**config.mk**
```make
export PLATFORM = sky130hd
export DESIGN_NAME = mfirq_regs
export DESIGN_NICKNAME = d
export VERILOG_FILES = /design/src/include/mfirq_pkg.sv /design/src/hw/mfirq_regs.sv
export SDC_FILE = /design/constraint.sdc
export NUM_CORES = 1
export LEC_CHECK = 0
export BUFFER_PORTS_ARGS = -buffer_cell sky130_fd_sc_hd__buf_4
export CAP_MARGIN = 25
export CORE_UTILIZATION = 50
export CTS_CLUSTER_DIAMETER = 200
export CTS_CLUSTER_SIZE = 14
export DETAILED_ROUTE_END_ITERATION = 6
export PLACE_DENSITY = 0.72
export SLEW_MARGIN = 10
export SYNTH_ARGS = -nofsm -noshare
export SYNTH_HDL_FRONTEND = slang
export SYNTH_SLANG_ARGS = --single-unit
```
**constraint.sdc**
```tcl
create_clock -name mclk -period 1.3 [get_ports mclk]
set_clock_uncertainty 0.15 [all_clocks]
set_input_delay 0.065 -clock mclk [delete_from_list [all_inputs] [get_ports mclk]]
set_output_delay 0.065 -clock mclk [all_outputs]
set_load 0.005 [all_outputs]
```
**src/include/mfirq_pkg.sv**
```systemverilog
// package for the multi-function interrupt register slice
// assumes an 8-bit register port and single-cycle peripheral event pulses
package mfirq_pkg;
    // ------------------------------------------------------------------
    // register offsets
    // ------------------------------------------------------------------
    localparam logic [3:0] MFIRQ_ADDR_HI_CTRL    = 4'h0;
    localparam logic [3:0] MFIRQ_ADDR_TMR0_CTRL  = 4'h1;
    localparam logic [3:0] MFIRQ_ADDR_PERIPH     = 4'h2;
    localparam logic [3:0] MFIRQ_ADDR_GLOBAL     = 4'h3;
    localparam logic [3:0] MFIRQ_ADDR_STATUS     = 4'h4;
    localparam logic [3:0] MFIRQ_ADDR_MASK       = 4'h5;
    // ------------------------------------------------------------------
    // field positions
    // ------------------------------------------------------------------
    localparam int MFIRQ_HI_FLAG  = 5;   // group3 / cmpa flag position
    localparam int MFIRQ_LO_FLAG  = 4;   // group2 / cmpp flag position
    localparam int MFIRQ_HI_EN    = 1;
    localparam int MFIRQ_LO_EN    = 0;
    localparam int MFIRQ_PF_LSB   = 4;   // peripheral flags 7..4
    localparam int MFIRQ_PE_LSB   = 0;   // peripheral enables 3..0
    localparam int MFIRQ_NPER     = 4;
    localparam int MFIRQ_NEV      = 6;   // status event bits
    localparam logic [7:0] MFIRQ_PAIR_MASK = 8'h33;
    localparam logic [7:0] MFIRQ_RESET     = 8'h00;
    localparam logic [7:0] MFIRQ_ZERO      = 8'h00;

    // ------------------------------------------------------------------
    // bus request carrier
    // ------------------------------------------------------------------
    typedef struct packed {
        logic [3:0] addr;
        logic [7:0] wdata;
        logic       wr;
        logic       rd;
    } mfirq_bus_t;

    // peripheral event pulses: uart, serial, eeprom, low voltage (7..4 order)
    typedef struct packed {
        logic       tmr0_cmpa;
        logic       tmr0_cmpp;
        logic [3:0] periph;
    } mfirq_evt_t;
endpackage

```
**src/hw/mfirq_regs.sv**
```systemverilog
// multi-function interrupt 2/3 control and sub-source registers
// assumes a single-cycle register port and same-clock event pulses
// ----------------------------------------------------------------------
// ----------------------------------------------------------------------
`timescale 1ns/1ps
module mfirq_regs (
    input  wire logic                 mclk,
    input  wire logic                 rst_n,
    input  wire mfirq_pkg::mfirq_bus_t bus,
    output logic [7:0]                rdata,
    input  wire mfirq_pkg::mfirq_evt_t evt,
    output logic                      group2_irq,
    output logic                      group3_irq,
    output logic                      irq
);
    // ------------------------------------------------------------------
    // decode
    // ------------------------------------------------------------------
    function automatic logic hit(input logic [3:0] a, input logic [3:0] off);
        hit = (a == off);
    endfunction

    logic [7:0] hi_ctrl;
    logic [7:0] tmr_ctrl;
    logic [7:0] per_ctrl;
    logic       global_irq_enable;
    logic [5:0] status;
    logic [5:0] mask;

    wire w_hi  = bus.wr && hit(bus.addr, mfirq_pkg::MFIRQ_ADDR_HI_CTRL);
    wire w_tm  = bus.wr && hit(bus.addr, mfirq_pkg::MFIRQ_ADDR_TMR0_CTRL);
    wire w_pe  = bus.wr && hit(bus.addr, mfirq_pkg::MFIRQ_ADDR_PERIPH);
    wire w_gl  = bus.wr && hit(bus.addr, mfirq_pkg::MFIRQ_ADDR_GLOBAL);
    wire w_st  = bus.wr && hit(bus.addr, mfirq_pkg::MFIRQ_ADDR_STATUS);
    wire w_mk  = bus.wr && hit(bus.addr, mfirq_pkg::MFIRQ_ADDR_MASK);

    // ------------------------------------------------------------------
    // sub-source flags
    // ------------------------------------------------------------------
    wire [7:0] tm_base = w_tm ? (bus.wdata & mfirq_pkg::MFIRQ_PAIR_MASK) : tmr_ctrl;
    wire [7:0] set_tm  = {2'h0, evt.tmr0_cmpa, evt.tmr0_cmpp, 4'h0};
    wire [7:0] next_tmr_ctrl = tm_base | set_tm;

    wire [7:0] pe_base = w_pe ? bus.wdata : per_ctrl;
    wire [7:0] next_per_ctrl = pe_base | {evt.periph, 4'h0};

    // group requests from enabled sub-sources
    wire grp2_src = (tmr_ctrl[mfirq_pkg::MFIRQ_HI_FLAG] & tmr_ctrl[mfirq_pkg::MFIRQ_HI_EN])
                  | (tmr_ctrl[mfirq_pkg::MFIRQ_LO_FLAG] & tmr_ctrl[mfirq_pkg::MFIRQ_LO_EN]);
    wire grp3_src = |(per_ctrl[7:mfirq_pkg::MFIRQ_PF_LSB]
                      & per_ctrl[mfirq_pkg::MFIRQ_NPER-1:mfirq_pkg::MFIRQ_PE_LSB]);

    // set wins over a software clear in the same cycle
    wire [7:0] hi_base = w_hi ? (bus.wdata & mfirq_pkg::MFIRQ_PAIR_MASK) : hi_ctrl;
    wire [7:0] next_hi_ctrl = hi_base | {2'h0, grp3_src, grp2_src, 4'h0};

    // ------------------------------------------------------------------
    // requests to the core
    // ------------------------------------------------------------------
    wire next_g2 = global_irq_enable & hi_ctrl[mfirq_pkg::MFIRQ_LO_FLAG]
                 & hi_ctrl[mfirq_pkg::MFIRQ_LO_EN];
    wire next_g3 = global_irq_enable & hi_ctrl[mfirq_pkg::MFIRQ_HI_FLAG]
                 & hi_ctrl[mfirq_pkg::MFIRQ_HI_EN];

    // sticky status: cmpa, cmpp, periph[3:0]; write one to clear, set wins
    wire [5:0] ev_vec   = {evt.tmr0_cmpa, evt.tmr0_cmpp, evt.periph};
    wire [5:0] st_clr   = w_st ? bus.wdata[5:0] : 6'h00;
    wire [5:0] next_status = (status & ~st_clr) | ev_vec;
    wire [5:0] next_mask   = w_mk ? bus.wdata[5:0] : mask;
    wire       next_irq    = |(status & mask);

    // ------------------------------------------------------------------
    // read mux
    // ------------------------------------------------------------------
    wire [7:0] next_rdata =
        !bus.rd                                              ? mfirq_pkg::MFIRQ_ZERO :
        hit(bus.addr, mfirq_pkg::MFIRQ_ADDR_HI_CTRL)   ? hi_ctrl  :
        hit(bus.addr, mfirq_pkg::MFIRQ_ADDR_TMR0_CTRL) ? tmr_ctrl :
        hit(bus.addr, mfirq_pkg::MFIRQ_ADDR_PERIPH)    ? per_ctrl :
        hit(bus.addr, mfirq_pkg::MFIRQ_ADDR_GLOBAL)    ? {7'h00, global_irq_enable} :
        hit(bus.addr, mfirq_pkg::MFIRQ_ADDR_STATUS)    ? {2'h0, status} :
        hit(bus.addr, mfirq_pkg::MFIRQ_ADDR_MASK)      ? {2'h0, mask} :
                                                          mfirq_pkg::MFIRQ_ZERO;

    // ------------------------------------------------------------------
    // registers
    // ------------------------------------------------------------------
    always_ff @(posedge mclk or negedge rst_n) begin
        if (!rst_n) begin
            hi_ctrl           <= mfirq_pkg::MFIRQ_RESET;
            tmr_ctrl          <= mfirq_pkg::MFIRQ_RESET;
            per_ctrl          <= mfirq_pkg::MFIRQ_RESET;
            global_irq_enable <= 1'b0;
            status            <= 6'h00;
            mask              <= 6'h00;
            rdata             <= mfirq_pkg::MFIRQ_ZERO;
            group2_irq        <= 1'b0;
            group3_irq        <= 1'b0;
            irq               <= 1'b0;
        end else begin
            hi_ctrl           <= next_hi_ctrl;
            tmr_ctrl          <= next_tmr_ctrl;
            per_ctrl          <= next_per_ctrl;
            global_irq_enable <= w_gl ? bus.wdata[0] : global_irq_enable;
            status            <= next_status;
            mask              <= next_mask;
            rdata             <= next_rdata;
            group2_irq        <= next_g2;
            group3_irq        <= next_g3;
            irq               <= next_irq;
        end
    end

    // ------------------------------------------------------------------
    // checks
    // ------------------------------------------------------------------
    property p_unimpl_zero;
        @(posedge mclk) disable iff (!rst_n)
        ((hi_ctrl | tmr_ctrl) & ~mfirq_pkg::MFIRQ_PAIR_MASK) == 8'h00;
    endproperty
    a_unimpl_zero: assert property (p_unimpl_zero) else $error("unimplemented bit set");

    property p_cmpa_set;
        @(posedge mclk) disable iff (!rst_n)
        evt.tmr0_cmpa |=> tmr_ctrl[5];
    endproperty
    a_cmpa_set: assert property (p_cmpa_set) else $error("cmpa flag not set");

    property p_cmpp_set;
        @(posedge mclk) disable iff (!rst_n)
        evt.tmr0_cmpp |=> tmr_ctrl[4];
    endproperty
    a_cmpp_set: assert property (p_cmpp_set) else $error("cmpp flag not set");

    property p_per_set;
        @(posedge mclk) disable iff (!rst_n)
        evt.periph[3] |=> per_ctrl[7];
    endproperty
    a_per_set: assert property (p_per_set) else $error("uart flag not set");

    property p_grp2_from_tmr;
        @(posedge mclk) disable iff (!rst_n)
        (tmr_ctrl[5] && tmr_ctrl[1]) |=> hi_ctrl[4];
    endproperty
    a_grp2_from_tmr: assert property (p_grp2_from_tmr) else $error("group2 not raised");

    property p_grp3_from_per;
        @(posedge mclk) disable iff (!rst_n)
        (per_ctrl[7] && per_ctrl[3]) |=> hi_ctrl[5];
    endproperty
    a_grp3_from_per: assert property (p_grp3_from_per) else $error("group3 not raised");

    property p_g2_gate;
        @(posedge mclk) disable iff (!rst_n)
        group2_irq |-> $past(global_irq_enable) && $past(hi_ctrl[0]) && $past(hi_ctrl[4]);
    endproperty
    a_g2_gate: assert property (p_g2_gate) else $error("group2 request ungated");

    property p_g3_gate;
        @(posedge mclk) disable iff (!rst_n)
        (global_irq_enable && hi_ctrl[1] && hi_ctrl[5]) |=> group3_irq;
    endproperty
    a_g3_gate: assert property (p_g3_gate) else $error("group3 request missing");

    property p_rd_latency;
        @(posedge mclk) disable iff (!rst_n)
        (bus.rd && bus.addr == mfirq_pkg::MFIRQ_ADDR_HI_CTRL) |=> rdata == $past(hi_ctrl);
    endproperty
    a_rd_latency: assert property (p_rd_latency) else $error("read data wrong");

    // ------------------------------------------------------------------
    // further checks on sub-sources, grouping, status, mask, irq and the read port
    // ------------------------------------------------------------------
    property p_ser_set;
        @(posedge mclk) disable iff (!rst_n)
        evt.periph[2] |=> per_ctrl[6];
    endproperty
    a_ser_set: assert property (p_ser_set) else $error("serial flag not set");

    property p_eep_set;
        @(posedge mclk) disable iff (!rst_n)
        evt.periph[1] |=> per_ctrl[5];
    endproperty
    a_eep_set: assert property (p_eep_set) else $error("eeprom flag not set");

    property p_lv_set;
        @(posedge mclk) disable iff (!rst_n)
        evt.periph[0] |=> per_ctrl[4];
    endproperty
    a_lv_set: assert property (p_lv_set) else $error("low voltage flag not set");

    property p_grp2_from_cmpp;
        @(posedge mclk) disable iff (!rst_n)
        (tmr_ctrl[4] && tmr_ctrl[0]) |=> hi_ctrl[4];
    endproperty
    a_grp2_from_cmpp: assert property (p_grp2_from_cmpp) else $error("group2 not raised");

    property p_grp3_from_ser;
        @(posedge mclk) disable iff (!rst_n)
        (per_ctrl[6] && per_ctrl[2]) |=> hi_ctrl[5];
    endproperty
    a_grp3_from_ser: assert property (p_grp3_from_ser) else $error("group3 not raised");

    property p_grp3_from_eep;
        @(posedge mclk) disable iff (!rst_n)
        (per_ctrl[5] && per_ctrl[1]) |=> hi_ctrl[5];
    endproperty
    a_grp3_from_eep: assert property (p_grp3_from_eep) else $error("group3 not raised");

    property p_grp3_from_lv;
        @(posedge mclk) disable iff (!rst_n)
        (per_ctrl[4] && per_ctrl[0]) |=> hi_ctrl[5];
    endproperty
    a_grp3_from_lv: assert property (p_grp3_from_lv) else $error("group3 not raised");

    property p_g3_only_gated;
        @(posedge mclk) disable iff (!rst_n)
        group3_irq |-> $past(global_irq_enable) && $past(hi_ctrl[1]) && $past(hi_ctrl[5]);
    endproperty
    a_g3_only_gated: assert property (p_g3_only_gated) else $error("group3 ungated");

    property p_g2_on;
        @(posedge mclk) disable iff (!rst_n)
        (global_irq_enable && hi_ctrl[0] && hi_ctrl[4]) |=> group2_irq;
    endproperty
    a_g2_on: assert property (p_g2_on) else $error("group2 request missing");

    property p_cmpa_hold;
        @(posedge mclk) disable iff (!rst_n)
        (!w_tm && tmr_ctrl[5]) |=> tmr_ctrl[5];
    endproperty
    a_cmpa_hold: assert property (p_cmpa_hold) else $error("cmpa flag lost");

    property p_cmpp_hold;
        @(posedge mclk) disable iff (!rst_n)
        (!w_tm && tmr_ctrl[4]) |=> tmr_ctrl[4];
    endproperty
    a_cmpp_hold: assert property (p_cmpp_hold) else $error("cmpp flag lost");

    property p_hi_wr;
        @(posedge mclk) disable iff (!rst_n)
        (w_hi && !grp2_src && !grp3_src)
            |=> hi_ctrl == ($past(bus.wdata) & mfirq_pkg::MFIRQ_PAIR_MASK);
    endproperty
    a_hi_wr: assert property (p_hi_wr) else $error("hi control write lost");

    property p_tm_wr;
        @(posedge mclk) disable iff (!rst_n)
        (w_tm && !evt.tmr0_cmpa && !evt.tmr0_cmpp)
            |=> tmr_ctrl == ($past(bus.wdata) & mfirq_pkg::MFIRQ_PAIR_MASK);
    endproperty
    a_tm_wr: assert property (p_tm_wr) else $error("timer0 control write lost");

    property p_pe_wr;
        @(posedge mclk) disable iff (!rst_n)
        (w_pe && evt.periph == 4'h0) |=> per_ctrl == $past(bus.wdata);
    endproperty
    a_pe_wr: assert property (p_pe_wr) else $error("peripheral control write lost");

    property p_hi_en_keep;
        @(posedge mclk) disable iff (!rst_n)
        !w_hi |=> hi_ctrl[1:0] == $past(hi_ctrl[1:0]);
    endproperty
    a_hi_en_keep: assert property (p_hi_en_keep) else $error("group enable moved");

    property p_tm_en_keep;
        @(posedge mclk) disable iff (!rst_n)
        !w_tm |=> tmr_ctrl[1:0] == $past(tmr_ctrl[1:0]);
    endproperty
    a_tm_en_keep: assert property (p_tm_en_keep) else $error("timer0 enable moved");

    property p_pe_en_keep;
        @(posedge mclk) disable iff (!rst_n)
        !w_pe |=> per_ctrl[3:0] == $past(per_ctrl[3:0]);
    endproperty
    a_pe_en_keep: assert property (p_pe_en_keep) else $error("peripheral enable moved");

    property p_no_global;
        @(posedge mclk) disable iff (!rst_n)
        !global_irq_enable |=> !group2_irq && !group3_irq;
    endproperty
    a_no_global: assert property (p_no_global) else $error("request without global");

    property p_status_set;
        @(posedge mclk) disable iff (!rst_n)
        evt.tmr0_cmpa |=> status[5];
    endproperty
    a_status_set: assert property (p_status_set) else $error("status bit not set");

    property p_irq_on;
        @(posedge mclk) disable iff (!rst_n)
        (|(status & mask)) |=> irq;
    endproperty
    a_irq_on: assert property (p_irq_on) else $error("irq missing");

    property p_irq_off;
        @(posedge mclk) disable iff (!rst_n)
        !(|(status & mask)) |=> !irq;
    endproperty
    a_irq_off: assert property (p_irq_off) else $error("irq without cause");

    property p_rd_unmapped;
        @(posedge mclk) disable iff (!rst_n)
        (bus.rd && bus.addr > mfirq_pkg::MFIRQ_ADDR_MASK) |=> rdata == 8'h00;
    endproperty
    a_rd_unmapped: assert property (p_rd_unmapped) else $error("unmapped read not zero");

    property p_rd_tm;
        @(posedge mclk) disable iff (!rst_n)
        (bus.rd && bus.addr == mfirq_pkg::MFIRQ_ADDR_TMR0_CTRL) |=> rdata == $past(tmr_ctrl);
    endproperty
    a_rd_tm: assert property (p_rd_tm) else $error("timer0 read wrong");

    property p_rd_pe;
        @(posedge mclk) disable iff (!rst_n)
        (bus.rd && bus.addr == mfirq_pkg::MFIRQ_ADDR_PERIPH) |=> rdata == $past(per_ctrl);
    endproperty
    a_rd_pe: assert property (p_rd_pe) else $error("peripheral read wrong");

    property p_hi3_hold;
        @(posedge mclk) disable iff (!rst_n)
        (!w_hi && hi_ctrl[5]) |=> hi_ctrl[5];
    endproperty
    a_hi3_hold: assert property (p_hi3_hold) else $error("group3 flag lost");

    property p_hi2_hold;
        @(posedge mclk) disable iff (!rst_n)
        (!w_hi && hi_ctrl[4]) |=> hi_ctrl[4];
    endproperty
    a_hi2_hold: assert property (p_hi2_hold) else $error("group2 flag lost");

    property p_rd_idle;
        @(posedge mclk) disable iff (!rst_n)
        !bus.rd |=> rdata == 8'h00;
    endproperty
    a_rd_idle: assert property (p_rd_idle) else $error("read data outside read");

    property p_mask_keep;
        @(posedge mclk) disable iff (!rst_n)
        !w_mk |=> mask == $past(mask);
    endproperty
    a_mask_keep: assert property (p_mask_keep) else $error("mask moved");
endmodule // mfirq_regs

```
==> results.md <==
- Fin area: 2510 sq um
- Worst path cell trace: and3_1 > o311a_1
- Data required time at the worst endpoint: 1.32 ns
- Kind of cell adding the most delay to the critical path: flip-flops
- Chip Width: 63.4 microns
- WS Path Type: reg2reg
- Row count: 21
- Multi-input logic area: 850 sq um
- Vias: 1510
- WL final: 4790 microns
- First-pass GRT wire length: 7730 microns
- Cell Pwr Density: 1130 nW/um^2
- Max Freq: 824 MHz
- Vias in the first global route: 1575
- Antenna diode count: 0
- Clk_lat worst skew: 0.29 ns
- Relative slew slack: 66.2%
- #FFs+latches synth: 40
- CTS tree: yes
- Arr. time, crit path: 1.23 ns
- Largest net degree at the start of global routing: 41
- Clk root buf: clkbuf_8
- Final setup violation count: 0
- Outcome: finished clean
- Library cells used by synthesis: 34
- Post-synthesis sequential area ratio: 53.1%
- WP buf/inv: 0
- Max Cap Viol: 0
- Final TNS setup: 0 ns
- Synthesized area: 1890 sq um
- Cell Area, Placed: 2260 sq um
- Post-route insts no fill: 266
- Clock sink total: 40
- DR iter-0 viols: 96
- Crit path time final: 1.21 ns
- Syn Nets: 179
- Worst setup margin: 0.0859 ns
- Initial antenna violation count: 0
- Top FF cell, synth: dfrtp_1
- Total grt overflow: 0
- Placed Instances: 242
- Register area: 1000 sq um
- Wire per inst: 18.0 microns
- Via density: 5.68
- Layout fillers: 265
- Syn Area/Cell: 12.0 sq um
- Tot Pwr: 2.85 mW
- Core ar.: 3470 sq um
- Max IR drop VDD: 0.839 mV
- P&R area growth vs syn: 32.9%
- Overall routing resource usage: 26.0%
- Fin crit share: 93.4%
- Total die area: 4020 sq um
- Nature of the critical path endpoint: flop
- Share of cells above drive strength 1: 32.3%
- Number of port buffers: 32
- Fin. Hold Viols: 0
- Setup bufs post-CTS: 0
- Clock-pin transition on the worst setup and hold timing paths: 0.08 ns
- Mapped Cells: 157
- Deepest clock path buffer count: 2
- RSZ-0062 raised after global routing: false
- Critical path fanouts, max: 3
- Drt pass-1 iters: 4
- NumNets Final: 241
- Setup WS pre-CTS: -0.0761 ns
- CP startpoint kind: flop
- DIE HEIGHT: 63.4 microns
- Starting Density: 54.4%
- Number of buffers created by CTS: 5
- Post-DRT Antenna Nets: 0
- CP peak stage delay: 0.40 ns
- Slew @ Worst Pin: 0.508 ns
- Residual DRC count: 0
- Async set-reset flop share out of synthesis: 100%
- Worst hold path class: in2reg
- CP max-delay cell: dfrtp_1
- GP Congestion: 0.917
- Leakage: 1.09 nW
- # IOs: 33
- Number of synthesized flops with an enable pin: 0
- Post-DP HPWL: 3330 microns
- H-tree depth: 2
- Synth Warn #: 0
- Slew Viols, Final: 0
[power by group]
| part | internal (mW) | switching [mW] |
|---|---|---|
| clock network | 0.433 | 0.401 |
| logic | 0.297 | 0.225 |
| registers | 1.39 | 0.103 |
[layout make-up]
class / count / share of cell area (%)
inverters: 1 / 0.150
flip-flops and latches: 40 / 39.9
well taps: 46 / 2.30
multi-input cells: 109 / 33.9
clock buffers: 8 / 3.59
repair buffers: 62 / 20.2
[synth_stat cells (3+ instances only)]
| cell | n | area [sq um] |
|---|---|---|
| dfrtp_1 | 40 | 1000 |
| mux2_2 | 14 | 158 |
| and3_1 | 10 | 62.6 |
| nand2_1 | 10 | 37.5 |
| nand3_1 | 8 | 40.0 |
| a211o_1 | 7 | 61.3 |
| a21o_1 | 7 | 52.6 |
| a21oi_1 | 7 | 35.0 |
| nand3b_1 | 6 | 45.0 |
| a22oi_1 | 5 | 37.5 |
| buf_2 | 5 | 25.0 |
| mux2_1 | 4 | 45.0 |
| nor2b_1 | 4 | 25.0 |
| o21ai_0 | 3 | 15.0 |
| o221ai_1 | 3 | 26.3 |
[registers in the layout, indices dropped and copies added, names as in the netlist]
register,flops
group2_irq,1
mask,6
status,6
per_ctrl,8
global_irq_enable,1
rdata,8
tmr_ctrl,4
irq,1
group3_irq,1
hi_ctrl,4
[per-stage QoR]
stage	utilization [%]	hold WS (ns)
global route	72.3	0.0549
global placement	65.1	-0.0896
CTS	72.3	0.0235
detailed placement	65.1	-0.0802
floorplan	-	-0.381
finish	72.3	0.0255
[timing repair]
item | in CTS | in global routing
endpoints found under the hold margin | 74 | 0
endpoints found under the setup margin | 0 | 0
hold buffers | 16 | 0
resized for setup | 0 | 0
[cell families after synthesis]
family                 share of synthesized area (%)
DFF                                             53.1
AOI/OAI and AO/OA                               15.8
buffers and inverters                           1.92
and+or+nand+nor                                 18.0
muxes                                           11.3
[cells in the final DEF (no fill, tap or decap), types with 3 or more instances in the layout]
| master | n |
|---|---|
| clkbuf_8 | 6 |
| o221ai_1 | 3 |
| a21oi_1 | 7 |
| and3_1 | 10 |
| nand3_1 | 8 |
| a22oi_1 | 5 |
| mux2_2 | 14 |
| dfrtp_1 | 40 |
| buf_4 | 46 |
| a211o_1 | 7 |
| a21o_1 | 7 |
| nand3b_1 | 6 |
| nand2_1 | 10 |
| mux2_1 | 4 |
| dlygate4sd3_1 | 16 |
| o21ai_0 | 3 |
| nor2b_1 | 4 |
[worst register-to-register path, delay by kind of cell, from the launching register on]
family           cells  cell delay, ns
flip-flops           1            0.40
AO/OA/AOI/OAI        1            0.36
AND/OR/NAND/NOR      1            0.18
[path summary, 6_finish.rpt]
path / start / to / slack [ns] / depth (start not counted)
hold / removal: bus[1] / tmr_ctrl[4] / 0.03 / 2
max in group asynchronous: rst_n / hi_ctrl[4] / 0.50 / 2
setup / recovery: mask[0] / rdata[0] / 0.09 / 2
hold reg to reg: status[1] / status[1] / 0.36 / 1
min in group asynchronous: rst_n / tmr_ctrl[5] / 0.13 / 2
setup reg to reg: mask[0] / rdata[0] / 0.09 / 2
[per-layer routing]
metal  vias to the layer above  routed length, microns  share of wire, %  GRT usage, %
li1                        720                       -                 -             -
met1                       746                    2220                46          35.2
met2                        37                    2340                49          41.9
met3                         7                     169               3.5          3.99
met4                         0                      65               1.4          9.94
met5                         -                       0                 0             0
Power figures use the tool's default switching activity.
